[config.mk]
export PLATFORM = sky130hd
export DESIGN_NAME = hbr_reset_boot
export DESIGN_NICKNAME = d
export VERILOG_FILES = /design/src/hbr_pkg.sv /design/src/hbr_cfg_if.sv /design/src/hbr_cfg_reader.sv /design/src/hbr_reset_boot.sv
export SDC_FILE = /design/constraint.sdc
export NUM_CORES = 1
export LEC_CHECK = 0
export ABC_CLOCK_PERIOD_IN_PS = 6100
export BUFFER_PORTS_ARGS = -buffer_cell sky130_fd_sc_hd__buf_2
export CORE_MARGIN = 2
export CORE_UTILIZATION = 62
export CTS_CLUSTER_DIAMETER = 200
export DETAILED_ROUTE_END_ITERATION = 16
export GPL_TIMING_DRIVEN = 0
export PLACE_DENSITY = 0.85
export SYNTH_ARGS = -nofsm -noshare
export SYNTH_HDL_FRONTEND = slang
export SYNTH_SLANG_ARGS = --single-unit
[constraint.sdc]
create_clock -name core_clk_in -period 6.1 [get_ports core_clk_in]
set_input_delay 0.305 -clock core_clk_in [delete_from_list [all_inputs] [get_ports core_clk_in]]
set_output_delay 0.305 -clock core_clk_in [all_outputs]
set_load 0.05 [all_outputs]
[src/hbr_pkg.sv]
`default_nettype none
package hbr_pkg;
  // -------------------------------------------------------------------
  // Clock and timing
  // -------------------------------------------------------------------
  localparam int unsigned CLK_MHZ       = 250;
  localparam int unsigned DEB_TIME_MS   = 20;
  localparam int unsigned DEB_CYCLES    = DEB_TIME_MS * CLK_MHZ * 1000;
  localparam int unsigned HOLD_TIME_NS  = 1000;
  localparam int unsigned HOLD_CYCLES   = HOLD_TIME_NS * CLK_MHZ / 1000;
  localparam int unsigned ARB_TIME_NS   = 1000;
  localparam int unsigned ARB_CYCLES    = ARB_TIME_NS * CLK_MHZ / 1000;
  localparam int unsigned DEF_KBPS      = 78;
  // Bit period at the default rate, rounded down
  localparam int unsigned DEF_DIV       = CLK_MHZ * 1000 / DEF_KBPS;
  localparam int unsigned CNT_W         = 23;
  localparam int unsigned HOLD_W        = 9;

  // -------------------------------------------------------------------
  // Configuration memory
  // -------------------------------------------------------------------
  localparam int unsigned CFG_BYTES     = 2048;
  localparam int unsigned CMD_BITS      = 24;
  localparam int unsigned XFER_BITS     = CMD_BITS + CFG_BYTES * 8;
  localparam int unsigned XCNT_W        = 15;
  localparam logic [23:0] SPI_READ_CMD  = 24'h030000;
  // Memory clock half period; the four-edge input lag needs at least 3
  localparam int unsigned SCK_HALF      = 3;

  // -------------------------------------------------------------------
  // Inter-half port
  // -------------------------------------------------------------------
  localparam int unsigned LINK_W        = 12;
  localparam int unsigned ARB_A_BIT     = 6;
  localparam int unsigned ARB_B_BIT     = 7;
  localparam int unsigned HS_BIT        = 10;
  localparam int unsigned SPARE_BIT     = 11;
  localparam logic [11:0] OD_MASK       = 12'h4C0;
  localparam logic [11:0] SPARE_MASK    = 12'h800;

  // Boot sequence, Gray coded along the usual path
  typedef enum logic [2:0] {
    ST_HOLD   = 3'h0,
    ST_SETTLE = 3'h1,
    ST_ARB    = 3'h3,
    ST_LOAD   = 3'h2,
    ST_RUN    = 3'h6,
    ST_UNCONF = 3'h7
  } hbr_state_e;

  typedef enum logic [1:0] {
    RD_IDLE = 2'h0,
    RD_XFER = 2'h1,
    RD_FIN  = 2'h3
  } hbr_rd_state_e;
endpackage : hbr_pkg
`default_nettype wire

[src/hbr_cfg_if.sv]
`default_nettype none
interface hbr_cfg_if;
  logic        start;
  logic        done;
  logic        csum_ok;
  logic [15:0] bit_div;

  modport ctrl (output start, input done, input csum_ok, input bit_div);
  modport rdr  (input start, output done, output csum_ok, output bit_div);
endinterface : hbr_cfg_if
`default_nettype wire

[src/hbr_cfg_reader.sv]
`default_nettype none
module hbr_cfg_reader
  import hbr_pkg::*;
(
  // Clock and reset
  input  wire logic   core_clk_in,
  input  wire logic   reset_n_in,
  // Control side
  hbr_cfg_if.rdr      cfg,
  // Serial memory pins, MISO already synchronised
  input  wire logic   miso_in,
  output logic        sck_out,
  output logic        cs_n_out,
  output logic        mosi_out
);
  hbr_rd_state_e      st_q, st_d;
  logic [XCNT_W-1:0]  bit_q, bit_d;
  logic [2:0]         ph_q, ph_d;
  logic               sck_q, sck_d, cs_n_q, cs_n_d, mosi_q, mosi_d;
  logic [7:0]         sh_q, sh_d, sum_q, sum_d;
  logic [15:0]        div_q, div_d;
  logic               done_q, done_d;
  logic [XCNT_W-1:0]  rx_idx;

  // -------------------------------------------------------------------
  // Sequential read of the first 2 KB, checksum on the fly
  // -------------------------------------------------------------------
  assign rx_idx = bit_q - XCNT_W'(CMD_BITS);

  always_comb begin
    st_d = st_q; bit_d = bit_q; ph_d = ph_q; sck_d = sck_q;
    cs_n_d = cs_n_q; mosi_d = mosi_q; sh_d = sh_q; sum_d = sum_q;
    div_d = div_q; done_d = 1'b0;
    unique case (st_q)
      RD_IDLE: begin
        if (cfg.start) begin
          st_d = RD_XFER; cs_n_d = 1'b0; bit_d = '0; ph_d = '0;
          sum_d = '0; div_d = '0;
          mosi_d = SPI_READ_CMD[23];
        end
      end
      RD_XFER: begin
        ph_d = ph_q + 3'h1;
        if (ph_q == 3'(SCK_HALF - 1)) begin
          ph_d = '0;
          sck_d = ~sck_q;
          if (sck_q && bit_q >= XCNT_W'(CMD_BITS)) begin
            // Take the bit just before the fall: the synchronised copy lags
            // four edges, so at the rise it would still show the previous bit
            sh_d = {sh_q[6:0], miso_in};
            if (rx_idx[2:0] == 3'h7) begin
              sum_d = sum_q + {sh_q[6:0], miso_in};
              if (rx_idx[XCNT_W-1:3] == '0) div_d[15:8] = {sh_q[6:0], miso_in};
              if (rx_idx[XCNT_W-1:3] == 12'h1) div_d[7:0] = {sh_q[6:0], miso_in};
            end
          end
          if (sck_q) begin
            // Falling edge: next bit; stop after 2 KB, never beyond
            bit_d = bit_q + 1'b1;
            if (bit_q == XCNT_W'(XFER_BITS - 1)) begin
              st_d = RD_FIN; cs_n_d = 1'b1;
            end else if (bit_q < XCNT_W'(CMD_BITS - 1)) begin
              mosi_d = SPI_READ_CMD[5'(CMD_BITS - 2) - bit_q[4:0]];
            end else begin
              mosi_d = 1'b0;
            end
          end
        end
      end
      RD_FIN: begin
        done_d = 1'b1;
        st_d = RD_IDLE;
      end
      default: st_d = RD_IDLE;
    endcase
  end

  always_ff @(posedge core_clk_in or negedge reset_n_in) begin
    if (!reset_n_in) begin
      st_q <= RD_IDLE; bit_q <= '0; ph_q <= '0; sck_q <= 1'b0;
      cs_n_q <= 1'b1; mosi_q <= 1'b0; sh_q <= '0; sum_q <= '0;
      div_q <= '0; done_q <= 1'b0;
    end else begin
      st_q <= st_d; bit_q <= bit_d; ph_q <= ph_d; sck_q <= sck_d;
      cs_n_q <= cs_n_d; mosi_q <= mosi_d; sh_q <= sh_d; sum_q <= sum_d;
      div_q <= div_d; done_q <= done_d;
    end
  end

  assign sck_out     = sck_q;
  assign cs_n_out    = cs_n_q;
  assign mosi_out    = mosi_q;
  assign cfg.done    = done_q;
  assign cfg.csum_ok = (sum_q == 8'h00);
  assign cfg.bit_div = div_q;

  // -------------------------------------------------------------------
  // Checks
  // -------------------------------------------------------------------
  chk_read_bound: assert property (@(posedge core_clk_in) disable iff (!reset_n_in)
    !cs_n_q |-> bit_q < XCNT_W'(XFER_BITS))
    else $error("memory read ran past 2 KB");
  chk_read_ends: assert property (@(posedge core_clk_in) disable iff (!reset_n_in)
    (st_q == RD_FIN) |-> cs_n_q ##1 done_q)
    else $error("read finish not reported");
endmodule : hbr_cfg_reader
`default_nettype wire

[src/hbr_reset_boot.sv]
`default_nettype none
// Operation
// - Unconfigured port runs 78 kbps single-ended defaults
// - Defaults allow image download at 78 kbps
// - Twelve inter-half lines, same-numbered wiring
// - Power-up arbitration test needs lines idling high
// - Handshake line open-drain, idles high
// - Spare highest line never driven
// - Configuration memory reached over serial link
// - Only first 2 KB of memory read
// - Router configuration read from serial memory
// - Reset line input by default, pulled up
// - Drive reset low on internal reset sources
// - External low on reset line requests reset; code ignores it while in ST_ARB and ST_LOAD
// - Checksum failure leaves device unconfigured
// - Reset input tolerates 20 ms contact bounce
// - Network port single-ended with four lines
module hbr_reset_boot
  import hbr_pkg::*;
#(
  parameter int unsigned DEB_LEN = DEB_CYCLES
) (
  // Clock and reset
  input  wire logic              core_clk_in,
  input  wire logic              reset_n_in,
  // Open-drain reset line and internal reset sources
  input  wire logic              rst_line_n_in,
  output logic                   rst_line_n_out,
  output logic                   rst_line_oe_out,
  input  wire logic              low_voltage_detector_in,
  input  wire logic              sw_reset_in,
  input  wire logic              watchdog_expired_in,
  input  wire logic              trap_in,
  // Inter-half port
  input  wire logic [LINK_W-1:0] link_lines_in,
  output logic [LINK_W-1:0]      link_lines_out,
  output logic [LINK_W-1:0]      link_lines_oe_out,
  input  wire logic [LINK_W-1:0] link_tx_in,
  input  wire logic [LINK_W-1:0] link_tx_en_in,
  output logic [LINK_W-1:0]      link_rx_out,
  // Serial configuration memory
  output logic                   mem_sck_out,
  output logic                   mem_cs_n_out,
  output logic                   mem_mosi_out,
  input  wire logic              mem_miso_in,
  // Network port lines
  input  wire logic              net_rxd_in,
  input  wire logic              net_cd_in,
  output logic                   net_txd_out,
  output logic                   net_tx_en_out,
  // Core side of the network port and status
  input  wire logic              mac_txd_in,
  input  wire logic              mac_tx_en_in,
  output logic                   mac_rxd_out,
  output logic                   mac_cd_out,
  output logic [15:0]            net_bit_div_out,
  output logic                   net_enable_out,
  output logic                   configured_out,
  output logic                   arb_ok_out
);
  // -------------------------------------------------------------------
  // Input synchronisers: three flops, change taken when 2nd and 3rd agree
  // -------------------------------------------------------------------
  localparam int unsigned NS = 8 + LINK_W;
  logic [NS-1:0] raw, s1_q, s2_q, s3_q, flt_q, flt_d;

  assign raw = {link_lines_in, mem_miso_in, net_cd_in, net_rxd_in, trap_in,
                watchdog_expired_in, sw_reset_in, low_voltage_detector_in,
                rst_line_n_in};

  for (genvar i = 0; i < NS; i++) begin : g_flt
    always_comb begin
      flt_d[i] = (s2_q[i] == s3_q[i]) ? s3_q[i] : flt_q[i];
    end
  end

  always_ff @(posedge core_clk_in or negedge reset_n_in) begin
    if (!reset_n_in) begin
      s1_q <= '0; s2_q <= '0; s3_q <= '0; flt_q <= '0;
    end else begin
      s1_q <= raw; s2_q <= s1_q; s3_q <= s2_q; flt_q <= flt_d;
    end
  end

  logic                line_hi, src_any, miso_s;
  logic [LINK_W-1:0]   link_s;
  assign line_hi = flt_q[0];
  // Internal reset sources
  assign src_any = |flt_q[4:1];
  assign miso_s  = flt_q[7];
  assign link_s  = flt_q[NS-1:8];

  // -------------------------------------------------------------------
  // Configuration reader
  // -------------------------------------------------------------------
  hbr_cfg_if cfg ();

  hbr_cfg_reader u_rdr (
    .core_clk_in (core_clk_in),
    .reset_n_in  (reset_n_in),
    .cfg         (cfg),
    .miso_in     (miso_s),
    .sck_out     (mem_sck_out),
    .cs_n_out    (mem_cs_n_out),
    .mosi_out    (mem_mosi_out)
  );

  // -------------------------------------------------------------------
  // Boot sequencer
  // -------------------------------------------------------------------
  hbr_state_e          st_q, st_d;
  logic [CNT_W-1:0]    cnt_q, cnt_d;
  logic [HOLD_W-1:0]   hold_q, hold_d;
  logic                oe_q, oe_d, start_q, start_d, cfgd_q, cfgd_d;
  logic [15:0]         div_q, div_d;

  // Line low while we do not drive it is someone else's reset request
  always_comb begin
    st_d = st_q; cnt_d = cnt_q; hold_d = hold_q; start_d = 1'b0;
    cfgd_d = cfgd_q; div_d = div_q;
    oe_d = src_any || (hold_q != '0);
    if (hold_q != '0) hold_d = hold_q - 1'b1;
    if (src_any) begin
      st_d = ST_HOLD;
      hold_d = HOLD_W'(HOLD_CYCLES);
    end else begin
      unique case (st_q)
        ST_HOLD: begin
          cnt_d = '0;
          // Released driver lets the pull-up raise the line
          if (!oe_q && line_hi) st_d = ST_SETTLE;
        end
        ST_SETTLE: begin
          // Any bounce restarts the wait
          if (!line_hi) begin
            cnt_d = '0;
          end else if (cnt_q == CNT_W'(DEB_LEN - 1)) begin
            st_d = ST_ARB;
            cnt_d = '0;
          end else begin
            cnt_d = cnt_q + 1'b1;
          end
        end
        ST_ARB: begin
          // Both arbitration lines must idle high
          if (!(link_s[ARB_A_BIT] && link_s[ARB_B_BIT])) begin
            cnt_d = '0;
          end else if (cnt_q == CNT_W'(ARB_CYCLES - 1)) begin
            st_d = ST_LOAD;
            start_d = 1'b1;
          end else begin
            cnt_d = cnt_q + 1'b1;
          end
        end
        ST_LOAD: begin
          if (cfg.done) begin
            // Bad checksum or blank rate leaves us unconfigured
            if (cfg.csum_ok && cfg.bit_div != 16'h0000) begin
              st_d = ST_RUN; cfgd_d = 1'b1; div_d = cfg.bit_div;
            end else begin
              st_d = ST_UNCONF; cfgd_d = 1'b0; div_d = 16'(DEF_DIV);
            end
          end
        end
        ST_RUN, ST_UNCONF: begin
          if (!line_hi) st_d = ST_HOLD;
        end
        default: st_d = ST_HOLD;
      endcase
    end
    if (st_d == ST_HOLD) cfgd_d = 1'b0;
  end

  always_ff @(posedge core_clk_in or negedge reset_n_in) begin
    if (!reset_n_in) begin
      st_q <= ST_HOLD; cnt_q <= '0; hold_q <= '0; oe_q <= 1'b0;
      start_q <= 1'b0; cfgd_q <= 1'b0; div_q <= 16'(DEF_DIV);
    end else begin
      st_q <= st_d; cnt_q <= cnt_d; hold_q <= hold_d; oe_q <= oe_d;
      start_q <= start_d; cfgd_q <= cfgd_d; div_q <= div_d;
    end
  end

  assign cfg.start = start_q;

  // -------------------------------------------------------------------
  // Network port and inter-half port registers
  // -------------------------------------------------------------------
  logic              run_any, en_q, txd_q, txen_q, rxd_q, cd_q, arb_q;
  logic [LINK_W-1:0] lo_q, lo_d, loe_q, loe_d, lrx_q;
  assign run_any = (st_q == ST_RUN) || (st_q == ST_UNCONF);

  // Open-drain lines only ever pull low; spare stays released
  for (genvar b = 0; b < LINK_W; b++) begin : g_link
    always_comb begin
      if (SPARE_MASK[b]) begin
        lo_d[b] = 1'b0; loe_d[b] = 1'b0;
      end else if (OD_MASK[b]) begin
        lo_d[b] = 1'b0;
        loe_d[b] = run_any && link_tx_en_in[b] && !link_tx_in[b];
      end else begin
        lo_d[b] = link_tx_in[b];
        loe_d[b] = run_any && link_tx_en_in[b];
      end
    end
  end

  always_ff @(posedge core_clk_in or negedge reset_n_in) begin
    if (!reset_n_in) begin
      en_q <= 1'b0; txd_q <= 1'b0; txen_q <= 1'b0; rxd_q <= 1'b0; cd_q <= 1'b0;
      lo_q <= '0; loe_q <= '0; lrx_q <= '0; arb_q <= 1'b0;
    end else begin
      en_q <= run_any;
      txd_q <= run_any && mac_txd_in;
      txen_q <= run_any && mac_tx_en_in;
      rxd_q <= flt_q[5];
      cd_q <= flt_q[6];
      lo_q <= lo_d; loe_q <= loe_d; lrx_q <= link_s;
      arb_q <= run_any;
    end
  end

  assign rst_line_n_out    = 1'b0;
  assign rst_line_oe_out   = oe_q;
  assign link_lines_out    = lo_q;
  assign link_lines_oe_out = loe_q;
  assign link_rx_out       = lrx_q;
  assign net_txd_out       = txd_q;
  assign net_tx_en_out     = txen_q;
  assign mac_rxd_out       = rxd_q;
  assign mac_cd_out        = cd_q;
  assign net_bit_div_out   = div_q;
  assign net_enable_out    = en_q;
  assign configured_out    = cfgd_q;
  assign arb_ok_out        = arb_q;

  // -------------------------------------------------------------------
  // Checks
  // -------------------------------------------------------------------
  chk_src_drives_line: assert property (@(posedge core_clk_in) disable iff (!reset_n_in)
    src_any |=> oe_q [*1] ##1 (oe_q || !src_any))
    else $error("reset source did not drive line");
  chk_spare_idle: assert property (@(posedge core_clk_in) disable iff (!reset_n_in)
    !link_lines_oe_out[SPARE_BIT])
    else $error("spare line driven");
  chk_hs_low_only: assert property (@(posedge core_clk_in) disable iff (!reset_n_in)
    link_lines_oe_out[HS_BIT] |-> !link_lines_out[HS_BIT])
    else $error("handshake driven high");
  chk_load_before_run: assert property (@(posedge core_clk_in) disable iff (!reset_n_in)
    (run_any && !$past(run_any)) |-> $past(st_q) == ST_LOAD)
    else $error("network enabled without load");
  chk_default_rate: assert property (@(posedge core_clk_in) disable iff (!reset_n_in)
    (st_q == ST_UNCONF) |-> div_q == 16'(DEF_DIV) && !cfgd_q)
    else $error("unconfigured without defaults");
  chk_ext_request: assert property (@(posedge core_clk_in) disable iff (!reset_n_in)
    (run_any && !line_hi && !src_any) |=> st_q == ST_HOLD ##1 !en_q)
    else $error("external reset ignored");
  chk_bounce_restart: assert property (@(posedge core_clk_in) disable iff (!reset_n_in)
    (st_q == ST_SETTLE && !line_hi && !src_any) |=> cnt_q == '0)
    else $error("bounce did not restart wait");
  chk_tx_gated: assert property (@(posedge core_clk_in) disable iff (!reset_n_in)
    !run_any |=> !net_tx_en_out && !net_enable_out)
    else $error("transmit outside run");
endmodule : hbr_reset_boot
`default_nettype wire

==> out/metrics.yaml, run 1 <==
seq_area_frac_synth_pct: 64.5
reg2regPathDepth: 6
peakVddDrop_mv: 0.292
ys.flop_type: "dfrtp_1"
async_reset_ff_share_pct: 100
core.rowCount: 43
portBuffers: 103
p_int_mw: 2.38
cts_setup_buffers: 0
hold_path_class: "input port to flip-flop"
clk_pin_slew_ns: 0.06
area_delta_synth_final_pct: 21.2
outcome: "complete, no violations"
arrival_ns: 3.43
slowest_delay_ns: 0.86
hold_ws_ns: 0.0427
grt_pass1_vias: 6669
finalCriticalPeriod_ns: 3.04
clk_path_buf_depth: 3
swShare_pct: 23.1
dieWidth_um: 123
antenna_left: 0
dpl_worst_slack_ns: 3.39
clock-sinks: 225
clock-skew-final_ns: 0.0252
cp_slowest_cell: "nor4_2"
crit_chain: "nor4_2 > nand3_1 > a21oi_1 > clkbuf_1 > o21ai_0 > a22o_1"
worst_pin_slew_ns: 0.959
htreeDepth: 1
fillCellCount: 801
power.share.combinational_pct: 5.2
max_freq_mhz: 329
setup_tns_ns: 0
r2r-start: "flt_q[2]"
ys_warn_count: 0
clk_latency_ns: 0.52
hold_viol: 0
vias: 6418
netlist_instances: 710
crit_path_end_kind: "flip-flop"
leakage_nw: 5.06
required_ns: 6.49
critPathKind: "flip-flop to flip-flop"
drc_errors: 0
viasPerCell: 5.99
yosys_register_bits: 225
worstHoldEndpoint: "net_txd_out"
drv_slew: 0
core_um2: 13800
avgSynthCellArea_um2: 12.3
cts_buffers: 23
grt_max_degree: 123
drt-wirelength-per-cell_um: 20.0
final_util_pct: 76.6
setup_violations: 0
slew-limit-headroom_pct: 35.5
min_period_over_period_pct: 49.9
synth_cell_types: 62
clock-root-buffer: "clkbuf_16"
setup_ws_ns: 3.06
final_nets: 938
antenna_found_initial: 0
synth-edff-count: 0
p_sw_mw: 0.717
power.share.clock_pct: 44.3
cp_max_fo: 10
hold_start: "mac_txd_in"
gp_congestion: 0.871
antenna_cells: 0
cts_tree: "built"
routed_wl_um: 21400
grt-ovfl-total: 0
max_cap_violations: 0
chipHeight_um: 123
synth_area_um2: 8730
grtUsageTotal_pct: 30.0
holdBufCountCts: 32
stdcell_count: 1072
ios: 112
powerDensity_nw_per_um2: 293
worst-path-buf-inv: 1
drive_gt1_share_pct: 21.4
grt_pass1_wl_um: 34900
reg2reg_slack_ns: 3.06
drt_iter0_markers: 667
die-area_um2: 15100
r2r_end: "cnt_q[13]"
start_util_pct: 63.2
seqPwrFrac_pct: 50.6
post_cts_resize_count: 0
start_kind: "flip-flop"
grt_setup_unrepaired: "false"
min_path_cells: 2
cp_top_family: "simple AND/OR/NAND/NOR gates"
post-dp-hpwl_um: 12700
firstDrtPassIters: 5
dp_cells: 999
==> cell families (layout without fill, tap and decap cells) <==
family | after synthesis | in the layout | share of synthesized area [%]
xor gates and xnor gates | 31 | 31 | 3.11
and+or+nand+nor | 246 | 246 | 14.5
AOI/OAI and AO/OA | 103 | 103 | 7.61
adders and majority gates | 34 | 34 | 4.38
DFF | 225 | 225 | 64.5
buffers and inverters | 43 | 220 | 2.31
muxes | 27 | 27 | 3.47
other | 1 | 6 | 0.0429
==> synth_stat cells (4+ instances only) <==
| cell | count | area share [%] |
|---|---|---|
| a21oi_1 | 16 | 0.92 |
| xnor2_1 | 16 | 1.6 |
| o21ai_0 | 41 | 2.3 |
| nand2_1 | 57 | 2.4 |
| or3_1 | 8 | 0.57 |
| nor2b_1 | 7 | 0.50 |
| buf_2 | 5 | 0.29 |
| and3_1 | 33 | 2.4 |
| dfrtp_1 | 219 | 63 |
| buf_4 | 7 | 0.60 |
| a22o_1 | 12 | 1.2 |
| maj3_1 | 20 | 2.3 |
| ha_1 | 13 | 1.9 |
| nand3_1 | 26 | 1.5 |
| inv_1 | 18 | 0.77 |
| clkbuf_1 | 12 | 0.52 |
| nand4_1 | 5 | 0.36 |
| and4_1 | 4 | 0.40 |
| o21ai_1 | 4 | 0.23 |
| dfstp_2 | 6 | 1.8 |
| nor4_1 | 13 | 0.93 |
| xor2_1 | 15 | 1.5 |
| o31ai_1 | 7 | 0.60 |
| nor3_1 | 11 | 0.63 |
| and2_1 | 5 | 0.36 |
| nor2_1 | 55 | 2.4 |
| mux2_2 | 26 | 3.4 |
| nor3b_1 | 6 | 0.52 |
==> placed cells by master (no fill, tap or decap), types with 15 or more instances in the layout <==
master	netlist	final
a21oi_1	16	16
and3_1	33	33
buf_2	5	107
clkbuf_1	12	18
clkbuf_16	0	23
dfrtp_1	219	219
dlygate4sd3_1	0	32
inv_1	18	18
maj3_1	20	20
mux2_2	26	26
nand2_1	57	57
nand3_1	26	26
nor2_1	55	55
o21ai_0	41	41
xnor2_1	16	16
xor2_1	15	15
==> area by class of cell <==
type | count | area [um^2] | area share (%)
Buffer | 25 | 134 | 1.26
Clock buffer | 33 | 653 | 6.17
Clock inverter | 8 | 83.8 | 0.792
Inverter | 18 | 67.6 | 0.638
Multi-Input combinational cell | 447 | 2910 | 27.5
Sequential cell | 225 | 5640 | 53.2
Tap cell | 180 | 225 | 2.13
Timing Repair Buffer | 136 | 873 | 8.25
==> metal layers <==
layer  track usage [%]  routed length [um]  vias to the layer above
met5                 0                   0                        -
met4              12.9                 916                        0
met2              52.9               11000                      334
met1              36.7                8070                     3185
li1                  -                   -                     2820
met3              4.46                1380                       79
==> flip-flops by register name, summed over array words and instances, names as in the netlist, 9 cells and up <==
name,count
cnt_q,23
flt_q,20
s1_q,20
s2_q,20
s3_q,20
net_bit_div_out,16
u_rdr.cfg.bit_div,16
u_rdr.bit_q,15
link_rx_out,12
link_lines_oe_out,11
hold_q,9
==> how the worst max path moves through the flow <==
stage	start	endpoint	slack, ns	depth (start not counted)
final	flt_q[2]	cnt_q[13]	3.06	6
after CTS	flt_q[2]	cnt_q[12]	3.24	6
after global placement	reset_n_in	u_rdr.bit_q[2]	1.30	1
after floorplan	hold_q[0]	hold_q[3]	3.91	9
after detailed placement	flt_q[1]	cnt_q[10]	3.39	6
after global routing	flt_q[2]	cnt_q[13]	2.96	6
==> power by group through the flow <==
stage | clock (mW) | combinational (mW) | sequential (mW)
5_1_grt | 1.46 | 0.173 | 1.57
3_5_place_dp | 0 | 0.141 | 1.59
4_1_cts | 1.38 | 0.161 | 1.57
2_1_floorplan | 0 | 0.0323 | 1.63
3_3_place_gp | 0 | 0.132 | 1.58
6_report | 1.37 | 0.161 | 1.57
==> through the flow <==
| stage | instance area (um^2) | power, mW |
|---|---|---|
| CTS | 10600 | 3.10 |
| detailed placement | 9530 | 1.73 |
| global route | 10600 | 3.20 |
| floorplan | 8750 | 1.66 |
| global placement | 9490 | 1.72 |
| finish | 10600 | 3.10 |
Power figures use the tool's default switching activity.
==> run 2, diff against run 1 <==
--- a/config.mk
+++ b/config.mk
@@ -5,14 +5,15 @@
 export SDC_FILE = /design/constraint.sdc
 export NUM_CORES = 1
 export LEC_CHECK = 0
-export ABC_CLOCK_PERIOD_IN_PS = 6100
+export ABC_AREA = 1
+export ABC_CLOCK_PERIOD_IN_PS = 3100
 export BUFFER_PORTS_ARGS = -buffer_cell sky130_fd_sc_hd__buf_2
 export CORE_MARGIN = 2
-export CORE_UTILIZATION = 62
+export CORE_UTILIZATION = 58
 export CTS_CLUSTER_DIAMETER = 200
 export DETAILED_ROUTE_END_ITERATION = 16
 export GPL_TIMING_DRIVEN = 0
-export PLACE_DENSITY = 0.85
+export PLACE_DENSITY = 0.79
 export SYNTH_ARGS = -nofsm -noshare
 export SYNTH_HDL_FRONTEND = slang
 export SYNTH_SLANG_ARGS = --single-unit
==> constraint.sdc (replaced) <==
create_clock -name core_clk_in -period 3.1 [get_ports core_clk_in]
set_input_delay 0.155 -clock core_clk_in [delete_from_list [all_inputs] [get_ports core_clk_in]]
set_output_delay 0.155 -clock core_clk_in [all_outputs]
set_load 0.05 [all_outputs]
==> run 2 against run 1 <==
Utilization decreased by 5.1 points. Register-to-register slack worse by 2.0 ns. Clock skew fell by 0.0023 ns. Global-route usage decreased by 6.3 points. Non-clock buffer count grew 16. Largest cell class unchanged. Critical path depth grew 3. Flip-flop and latch count is the same.
==> out/metrics.yaml, run 2 <==
routed_wl_um: 19900
reg2regPathDepth: 9
synth_area_um2: 9600
clk_path_buf_depth: 3
min_path_cells: 2
max_freq_mhz: 479
drive_gt1_share_pct: 17.4
htreeDepth: 1
dp_cells: 1356
seq_area_frac_synth_pct: 58.7
ys.flop_type: "dfrtp_1"
yosys_register_bits: 225
total_power_mw: 6.35
r2r_end: "cnt_q[19]"
gp_congestion: 0.964
cts_buffers: 25
vias: 7379
reg2reg_slack_ns: 1.01
leakage_nw: 5.79
post-dp-hpwl_um: 13200
final_cell_mix: "nand2_1, dfrtp_1, inv_1"
crit_chain: "ha_1 > nand3_1 > nor2_1 > nand3_1 > nand2_1 > nand2_1 > buf_2 > nor2_1 > nor2_1"
final_nets: 1270
antenna_left: 0
finalCriticalPeriod_ns: 2.09
hold_path_class: "input port to flip-flop"
synth_most_common_cell: "nand2_1"
clock-skew-final_ns: 0.0229
slowest_delay_ns: 0.46
regMostFlops: "cnt_q"
drt-wirelength-per-cell_um: 13.7
grt-ovfl-total: 0
grt_pass1_wl_um: 34400
cp_slowest_cell: "dfrtp_1"
viasPerCell: 5.10
largest_reg_flops: 23
cts_setup_buffers: 0
start_kind: "flip-flop"
synth_cell_types: 42
yosys-top-cells-area: "dfrtp_1, nand2_1, inv_1, nor2_1, nand3_1"
grt_max_degree: 115
worstHoldEndpoint: "s1_q[19]"
grt_setup_unrepaired: "false"
hold_start: "link_lines_in[11]"
post_cts_resize_count: 0
grtUsageTotal_pct: 23.7
yosysTopAreaCellShare_pct: 57.1
peakVddDrop_mv: 0.510
clock-root-buffer: "clkbuf_16"
die-area_um2: 17600
max_cap_violations: 0
slew-limit-headroom_pct: 46.3
min_period_over_period_pct: 67.3
fillCellCount: 1213
dpl_worst_slack_ns: 1.08
setup_ws_ns: 1.01
area_delta_synth_final_pct: 22.2
core_um2: 16400
portBuffers: 103
setup_violations: 0
final_common_cell: "nand2_1"
netlist_instances: 1027
crit_path_end_kind: "flip-flop"
critPathMostFrequentCell: "nor2_1"
cp_max_fo: 10
drv_slew: 0
drc_errors: 0
ys_top_cells_by_count: "nand2_1, dfrtp_1, inv_1"
arrival_ns: 2.47
drt_iter0_markers: 540
required_ns: 3.48
avgSynthCellArea_um2: 9.35
worst_pin_slew_ns: 0.806
dieWidth_um: 133
clock-sinks: 225
clk_pin_slew_ns: 0.06
ys_warn_count: 0
synth_top_cell_by_area: "dfrtp_1"
antenna_found_initial: 0
firstDrtPassIters: 6
ios: 112
holdBufCountCts: 45
stdcell_count: 1447
start_util_pct: 58.5
cts_tree: "built"
synth-edff-count: 0
powerDensity_nw_per_um2: 541
clk_latency_ns: 0.53
r2r-start: "cnt_q[0]"
chipHeight_um: 133
antenna_cells: 0
final_util_pct: 71.5
critPathKind: "flip-flop to flip-flop"
hold_ws_ns: 0.266
outcome: "complete, no violations"
core.rowCount: 47
hold_viol: 0
async_reset_ff_share_pct: 100
grt_pass1_vias: 7396
run 2: area by class of cell:
type	count	area [um^2]	share of cell area [%]
flip-flops and latches	225	5640	48.1
clock inverters	7	93.8	0.800
clock buffers	39	738	6.29
multi-input cells	650	3310	28.2
well taps	220	275	2.35
plain buffers	28	186	1.59
inverters	129	484	4.13
repair buffers	149	1000	8.56
run 2: cell families after synthesis:
group	Yosys count	share of synthesized area (%)
and+or+nand+nor	493	23.1
DFF	225	58.7
buffers and inverters	157	6.99
AOI/OAI and AO/OA	102	5.83
adders and majority gates	34	3.99
xor gates and xnor gates	15	1.37
other	1	0.0391
run 2: through the flow:
step	setup TNS, ns	area (um^2)
after floorplan	0	9620
after global placement	-402.46	10400
after detailed placement	0	10400
after CTS	0	11700
after global routing	0	11700
final	0	11700
run 2: critical path, delay by kind of cell (launching register included):
family | cells | cell delay [ns]
buffers and inverters | 1 | 0.22
adders and majority gates | 1 | 0.32
DFF | 1 | 0.46
and+or+nand+nor | 7 | 0.97
run 2: worst max-delay path by stage:
stage | from | endpoint | depth (start not counted)
floorplan | u_rdr.sum_q[0] | u_rdr.sum_q[6] | 10
global placement | reset_n_in | u_rdr.bit_q[1] | 1
detailed placement | cnt_q[0] | cnt_q[19] | 9
CTS | cnt_q[0] | cnt_q[2] | 9
global route | cnt_q[0] | cnt_q[2] | 9
finish | cnt_q[0] | cnt_q[19] | 9
run 2: power by group:
group          internal [mW]  switching, mW
Clock                   1.80           1.15
Combinational          0.110          0.226
Sequential              3.03         0.0385
Total                   4.94           1.41
run 2: metal layers:
layer  vias to the layer above  global-route usage [%]  wire length, um
met5                         -                       0                0
met4                         0                    7.53              618
met3                        50                    3.37              913
met2                       220                    40.1             9700
met1                      3436                    31.9             8650
li1                       3673                       -                -
